--- src/rfc_map.vh ---
`ifndef RFC_MAP_VH
`define RFC_MAP_VH

// register byte addresses
`define RFC_ADDR_CLK        12'h104
`define RFC_ADDR_AMP        12'h108
`define RFC_ADDR_RX         12'h110

// reset values
`define RFC_CLK_RESET       32'h0000_0083
`define RFC_AMP_RESET       32'h0000_0003
`define RFC_RX_RESET        32'h0003_D820

// writable bits; all others read zero
`define RFC_CLK_WMASK       32'h0000_07FF
`define RFC_AMP_WMASK       32'hFFFF_73FF
`define RFC_RX_WMASK        32'h0007_FFF0
`define RFC_RX_FIELD_MASK   32'h0000_000F

// clock word fields
`define RFC_CLK_GUARD_MODE  10:8
`define RFC_CLK_D2_INV_RD   7
`define RFC_CLK_D2_INV_CD   6
`define RFC_CLK_D1_INV_RD   5
`define RFC_CLK_D1_INV_CD   4
`define RFC_CLK_RD_MODE     3:1
`define RFC_CLK_GEN_PD      0

// amplitude word fields
`define RFC_AMP_RD_LEVEL    31:28
`define RFC_AMP_INTERNAL    27:16
`define RFC_AMP_STYLE       14
`define RFC_AMP_RD_CW       13:12
`define RFC_AMP_CD_CW       9:8
`define RFC_AMP_RESIDUAL    7:3
`define RFC_AMP_RD_MAX      2
`define RFC_AMP_CD_MAX      1
`define RFC_AMP_TRANSMITTER_POWERDOWN       0

// receive word fields
`define RFC_RX_INTERNAL     18:4
`define RFC_RX_HIGHPASS_CORNER         3:2
`define RFC_RX_GAIN         1:0

`endif

--- src/rfc_regs.v ---
`timescale 1ns/1ps
`include "rfc_map.vh"

module rfc_regs #(
  parameter ADDR_W = 12
) (
  input  wire              pclk,
  input  wire              presetn,
  input  wire              psel,
  input  wire              penable,
  input  wire              pwrite,
  input  wire [ADDR_W-1:0] paddr,
  input  wire [31:0]       pwdata,
  input  wire [3:0]        pstrb,
  output reg  [31:0]       prdata,
  output reg               pready,
  output reg               pslverr,
  input  wire              clkgen_override,
  input  wire              hw_clkgen_powerdown,
  output wire [2:0]        tx_clkmode_during_overshoot_guard,
  output wire              driver2_invert_reader,
  output wire              driver2_invert_card,
  output wire              driver1_invert_reader,
  output wire              driver1_invert_card,
  output wire [2:0]        reader_tx_clock_mode,
  output reg               carrier_clockgen_powerdown,
  output wire [3:0]        reader_cw_power_level,
  output wire [11:0]       amp_internal_use,
  output wire              output_voltage_style_select,
  output wire [1:0]        reader_cw_amplitude,
  output wire [1:0]        card_cw_amplitude,
  output wire [4:0]        residual_carrier,
  output wire              reader_force_max_output,
  output wire              card_force_max_output,
  output wire              transmitter_powerdown,
  output wire [14:0]       rx_internal_use,
  output wire [1:0]        rx_highpass_corner,
  output wire [1:0]        rx_baseband_gain
);

  reg  [31:0] clk_q;
  reg  [31:0] amp_q;
  reg  [31:0] rx_q;
  reg  [31:0] rdata_d;
  reg         hit_d;
  wire        setup_ph;
  wire        wr_done;
  wire [31:0] lane_mask;

  // byte enables widened to a bit mask
  genvar g;
  generate
    for (g = 0; g < 4; g = g + 1) begin : g_lane
      assign lane_mask[8*g+7:8*g] = {8{pstrb[g]}};
    end
  endgenerate

  function is_addr;
    input [ADDR_W-1:0] a;
    input [11:0]       a_ref;
    begin
      is_addr = (a == a_ref[ADDR_W-1:0]);
    end
  endfunction

  function [31:0] merge;
    input [31:0] old;
    input [31:0] wdat;
    input [31:0] bmask;
    input [31:0] wmask;
    reg   [31:0] m;
    begin
      m = bmask & wmask;
      merge = (old & ~m) | (wdat & m);
    end
  endfunction

  assign setup_ph = psel & ~penable;
  // write lands only at the completing access edge
  assign wr_done  = psel & penable & pready & pwrite & ~pslverr;

  always @* begin
    rdata_d = 32'h0000_0000;
    hit_d   = 1'b1;
    if (is_addr(paddr, `RFC_ADDR_CLK)) begin
      rdata_d = clk_q & `RFC_CLK_WMASK;
    end else if (is_addr(paddr, `RFC_ADDR_AMP)) begin
      rdata_d = amp_q & `RFC_AMP_WMASK;
    end else if (is_addr(paddr, `RFC_ADDR_RX)) begin
      rdata_d = rx_q & (`RFC_RX_WMASK | `RFC_RX_FIELD_MASK);
    end else begin
      hit_d   = 1'b0;
    end
  end

  // answer in the first access cycle: zero wait states
  always @(posedge pclk or negedge presetn) begin
    if (!presetn) begin
      pready  <= 1'b0;
      pslverr <= 1'b0;
      prdata  <= 32'h0000_0000;
    end else begin
      pready  <= setup_ph;
      pslverr <= setup_ph & ~hit_d;
      if (setup_ph && !pwrite) begin
        prdata <= rdata_d;
      end else if (!psel) begin
        prdata <= 32'h0000_0000;
      end
    end
  end

  always @(posedge pclk or negedge presetn) begin
    if (!presetn) begin
      clk_q <= `RFC_CLK_RESET;
      amp_q <= `RFC_AMP_RESET;
      rx_q  <= `RFC_RX_RESET;
    end else if (wr_done) begin
      if (is_addr(paddr, `RFC_ADDR_CLK)) begin
        clk_q <= merge(clk_q, pwdata, lane_mask, `RFC_CLK_WMASK);
      end
      if (is_addr(paddr, `RFC_ADDR_AMP)) begin
        amp_q <= merge(amp_q, pwdata, lane_mask, `RFC_AMP_WMASK);
      end
      if (is_addr(paddr, `RFC_ADDR_RX)) begin
        // internal-use bits are plain storage alongside the fields
        rx_q <= merge(rx_q, pwdata, lane_mask,
                      `RFC_RX_WMASK | `RFC_RX_FIELD_MASK);
      end
    end
  end

  // software bit only counts while overridden; otherwise hardware owns it
  always @(posedge pclk or negedge presetn) begin
    if (!presetn) begin
      carrier_clockgen_powerdown <= 1'b1;
    end else begin
      carrier_clockgen_powerdown <= clkgen_override ? clk_q[`RFC_CLK_GEN_PD]
                                                    : hw_clkgen_powerdown;
    end
  end

  assign tx_clkmode_during_overshoot_guard = clk_q[`RFC_CLK_GUARD_MODE];
  assign driver2_invert_reader       = clk_q[`RFC_CLK_D2_INV_RD];
  assign driver2_invert_card         = clk_q[`RFC_CLK_D2_INV_CD];
  assign driver1_invert_reader       = clk_q[`RFC_CLK_D1_INV_RD];
  assign driver1_invert_card         = clk_q[`RFC_CLK_D1_INV_CD];
  assign reader_tx_clock_mode        = clk_q[`RFC_CLK_RD_MODE];
  assign reader_cw_power_level       = amp_q[`RFC_AMP_RD_LEVEL];
  assign amp_internal_use            = amp_q[`RFC_AMP_INTERNAL];
  assign output_voltage_style_select = amp_q[`RFC_AMP_STYLE];
  assign reader_cw_amplitude         = amp_q[`RFC_AMP_RD_CW];
  assign card_cw_amplitude           = amp_q[`RFC_AMP_CD_CW];
  assign residual_carrier            = amp_q[`RFC_AMP_RESIDUAL];
  assign reader_force_max_output     = amp_q[`RFC_AMP_RD_MAX];
  assign card_force_max_output       = amp_q[`RFC_AMP_CD_MAX];
  assign transmitter_powerdown       = amp_q[`RFC_AMP_TRANSMITTER_POWERDOWN];
  assign rx_internal_use             = rx_q[`RFC_RX_INTERNAL];
  assign rx_highpass_corner          = rx_q[`RFC_RX_HIGHPASS_CORNER];
  assign rx_baseband_gain            = rx_q[`RFC_RX_GAIN];

endmodule // rfc_regs

--- config.mk ---
export PLATFORM = sky130hd
export DESIGN_NAME = rfc_regs
export DESIGN_NICKNAME = d
export VERILOG_FILES = /design/src/rfc_regs.v
export VERILOG_INCLUDE_DIRS = /design/src
export SDC_FILE = /design/constraint.sdc
export NUM_CORES = 1
export LEC_CHECK = 0
export BUFFER_PORTS_ARGS = -buffer_cell sky130_fd_sc_hd__buf_2
export CORE_MARGIN = 3
export CORE_UTILIZATION = 45
export CTS_BUF_LIST = sky130_fd_sc_hd__clkbuf_8
export CTS_CLUSTER_DIAMETER = 200
export CTS_CLUSTER_SIZE = 10
export DETAILED_ROUTE_END_ITERATION = 12
export GPL_ROUTABILITY_DRIVEN = 0
export PLACE_DENSITY_LB_ADDON = 0.25
export RECOVER_POWER = 100
export SETUP_SLACK_MARGIN = 0.2
export SYNTH_ARGS = -nofsm -noshare
export SYNTH_HDL_FRONTEND = slang
export SYNTH_SLANG_ARGS = --single-unit
--- constraint.sdc ---
create_clock -name pclk -period 1.7 [get_ports pclk]
set_clock_uncertainty 0.1 [all_clocks]
set_input_delay 0.085 -clock pclk [delete_from_list [all_inputs] [get_ports pclk]]
set_output_delay 0.085 -clock pclk [all_outputs]
set_load 0.005 [all_outputs]
==> results by group <==
Placed design
  • Placed Area: 0.00500 sq mm
  • Place WS: -394 ps
  • Cell count after placement: 537
  • Hpwl dp: 7420 um
  • Port Buffers: 147

Final layout
  • Post-route cell area: 0.00595 sq mm
  • Layout fillers: 590
  • Layout area overhead: 53.8%
  • Nets: 549
  • Final Non-Filler Cells: 604
  • Layout cells sized above 1: 56.7%
  • N_diodes: 0

Floorplanning
  • # rows: 33
  • Die height: 98.8 um
  • Core area: 0.00830 sq mm
  • Die width: 98.8 um
  • Initial core utilization: 46.7%
  • Num ports: 148
  • Full die area: 0.00975 sq mm

CTS
  • H-tree level count: 3
  • TritonCTS clock tree: yes
  • TritonCTS buffer count: 9
  • Clock slew at reported path FFs: 100 ps
  • Clk_lat worst skew: 350 ps
  • CTS root buffer: clkbuf_8
  • Number of clock sinks: 94
  • Longest Clk Path Bufs: 2

Setup path
  • Worst reg2reg path startpoint: pslverr
  • CP delay by family, top: simple AND/OR/NAND/NOR gates
  • Worst Path Arrival: 1810 ps
  • Most used cell, CP: buf_6
  • Worst r2r path cells: 5
  • Slowest CP cell: or4b_4
  • WP data required: 1840 ps
  • CP Buf/Inv Count: 4
  • CP max stage delay: 570 ps
  • Crit start category: primary input
  • Worst Path Max Fanout: 3
  • Reg-to-reg slack, setup: 50 ps
  • WS Path Type: in2reg
  • Critical path, cell by cell: buf_6, or4b_4, buf_6, nor4b_4, buf_4, buf_6, nand3_4, mux2_4
  • Crit end category: register

Global routing
  • Largest net degree at the start of global routing: 30
  • Initial antenna violation count: 0
  • Vias in the first global route: 3326
  • GRT overflow: 0
  • All-Layer GR Usage: 23.1%
  • First-pass GRT wire length: 17700 um

Yosys
  • Yosys warning total: 0
  • Asr flop ratio synth: 100%
  • Synthesized area per cell: 14.2 sq um
  • Post-synth cell types: 34
  • Post-synth top flop: dfrtp_1
  • Post-synth EDFFs: 0
  • Sequential area share after synthesis: 61.2%
  • Top post-synthesis cells by count: dfrtp_1 (81), mux2_2 (60), a22oi_1 (26)
  • Syn Nets: 328
  • Yosys top cell by area: dfrtp_1
  • Post-synthesis register bit count: 94
  • Most numerous cell in the Yosys netlist: dfrtp_1
  • Synth top area cells: dfrtp_1 (52%), mux2_2 (17%), dfstp_2 (8.8%)
  • Area share of the largest cell type after synthesis: 52.3%
  • Mapped Area: 0.00387 sq mm
  • Cells after synthesis: 273

Drt
  • Final wirelength: 11400 um
  • WL per Instance: 18.9 um
  • DRC viols: 0
  • DR vias: 3239
  • Antenna Nets Post-Route: 0
  • Pre-Repair DR Iteration Count: 4
  • DR iter-0 viols: 137
  • Ratio of routed vias to standard cells: 5.36

STA
  • Max Slew Vio Count: 0
  • RSZ-0062 raised after global routing: yes
  • Final worst-path cycle share: 98.1%
  • Final setup vio count: 0
  • Headroom to the max-slew limit: 52.8%
  • Worst slew pin tran: 708 ps
  • Fmax: 599 MHz
  • Final Hold Viols: 0
  • Setup_tns: 0 ps
  • Post-route setup slack: 31.8 ps
  • Period minus WS final: 1670 ps

Pwr
  • P_leak: 2.99 nW
  • Peak supply drop: 0.000484 V
  • Cell Pwr Density: 714 mW/mm^2

Job
  • Max_cap viols: 0

Status
  • Status: finished, final reports clean

Worst hold path
  • Hold depth: 3
  • Hold WC Path Type: in2reg
  • Worst hold start: pstrb[3]
[where the power goes]
| group | internal, mW | total (mW) | leakage [nW] | switching (mW) |
|---|---|---|---|---|
| Clock | 0.882 | 1.69 | 0.115 | 0.809 |
| Combinational | 0.160 | 0.317 | 1.61 | 0.157 |
| Sequential | 2.24 | 2.24 | 1.27 | 0.00306 |
[stage by stage]
| stage | utilization [%] | power [mW] | hold slack [ps] |
|---|---|---|---|
| global placement | 60.3 | 2.51 | -63.3 |
| finish | 71.7 | 4.25 | 49.3 |
| floorplan | - | 2.33 | -311 |
| global route | 71.7 | 4.41 | 44.9 |
| CTS | 70.5 | 4.28 | 26.7 |
| detailed placement | 60.3 | 2.51 | -63.5 |
[layout by cell type, fill, tap and decap left out, types with 2 or more instances in the layout]
master	n
a22o_1	13
a22oi_1	18
a22oi_2	8
a32o_1	2
buf_2	109
buf_4	19
buf_6	16
buf_8	4
bufinv_16	2
clkbuf_1	33
clkbuf_2	4
clkbuf_8	10
dfrtp_1	80
dfstp_1	11
dfstp_2	2
dlygate4sd3_1	38
mux2_2	37
mux2_4	23
nand2_1	8
nand2b_1	2
nand3_4	7
nor2_1	2
nor4_2	2
nor4_4	2
o21ai_2	16
or3b_2	3
or4b_4	2
[what timing repair did]
| action | CTS | global route |
|---|---|---|
| pin swaps | 19 | 8 |
| buffers inserted | 7 | 3 |
| resized for setup | 40 | 44 |
| hold endpoints to repair | 146 | 0 |
| hold buffers | 38 | 0 |
| setup endpoints to repair | 88 | 91 |
| cloned | 2 | 1 |
[cell type report]
class                           count  area, sq um  area share (%)
Tap cell                          105          131            2.21
Sequential cell                    94         2370            39.8
Multi-Input combinational cell    163         1740            29.3
Timing Repair Buffer              225         1480            24.8
Clock buffer                       10          138            2.31
Inverter                            1         3.75          0.0630
Clock inverter                      6         92.6            1.55
[kinds of logic after synthesis]
kind of cell | Yosys count | share of synthesized area, %
flops | 94 | 61.2
compound gates | 63 | 11.6
mux | 60 | 17.4
simple gates | 38 | 7.21
buf+inv | 17 | 2.39
xor+xnor | 1 | 0.226
[worst max path at each step]
| stage | startpoint | cells past startpoint | slack [ps] | end |
|---|---|---|---|---|
| floorplan | paddr[6] | 5 | -210 | register |
| global placement | paddr[9] | 6 | -360 | register |
| detailed placement | paddr[9] | 6 | -390 | register |
| CTS | paddr[1] | 7 | 3 | register |
| global route | pready | 6 | -40 | register |
| finish | paddr[1] | 8 | 30 | register |
[layer usage]
layer / vias to the layer above / track usage (%) / routed length, um
met4: 0 / 5.36 / 139
met1: 1632 / 32.1 / 4970
met2: 127 / 37.8 / 5590
met3: 11 / 4.53 / 691
met5: - / 0 / 0
li1: 1469 / - / -
[worst register-to-register path: cells and delay by family, from the launching register on]
kind | cells | cell delay (ps)
buffers and inverters | 2 | 350
and+or+nand+nor | 2 | 370
muxes | 1 | 270
DFF | 1 | 450
Power figures use the tool's default switching activity.
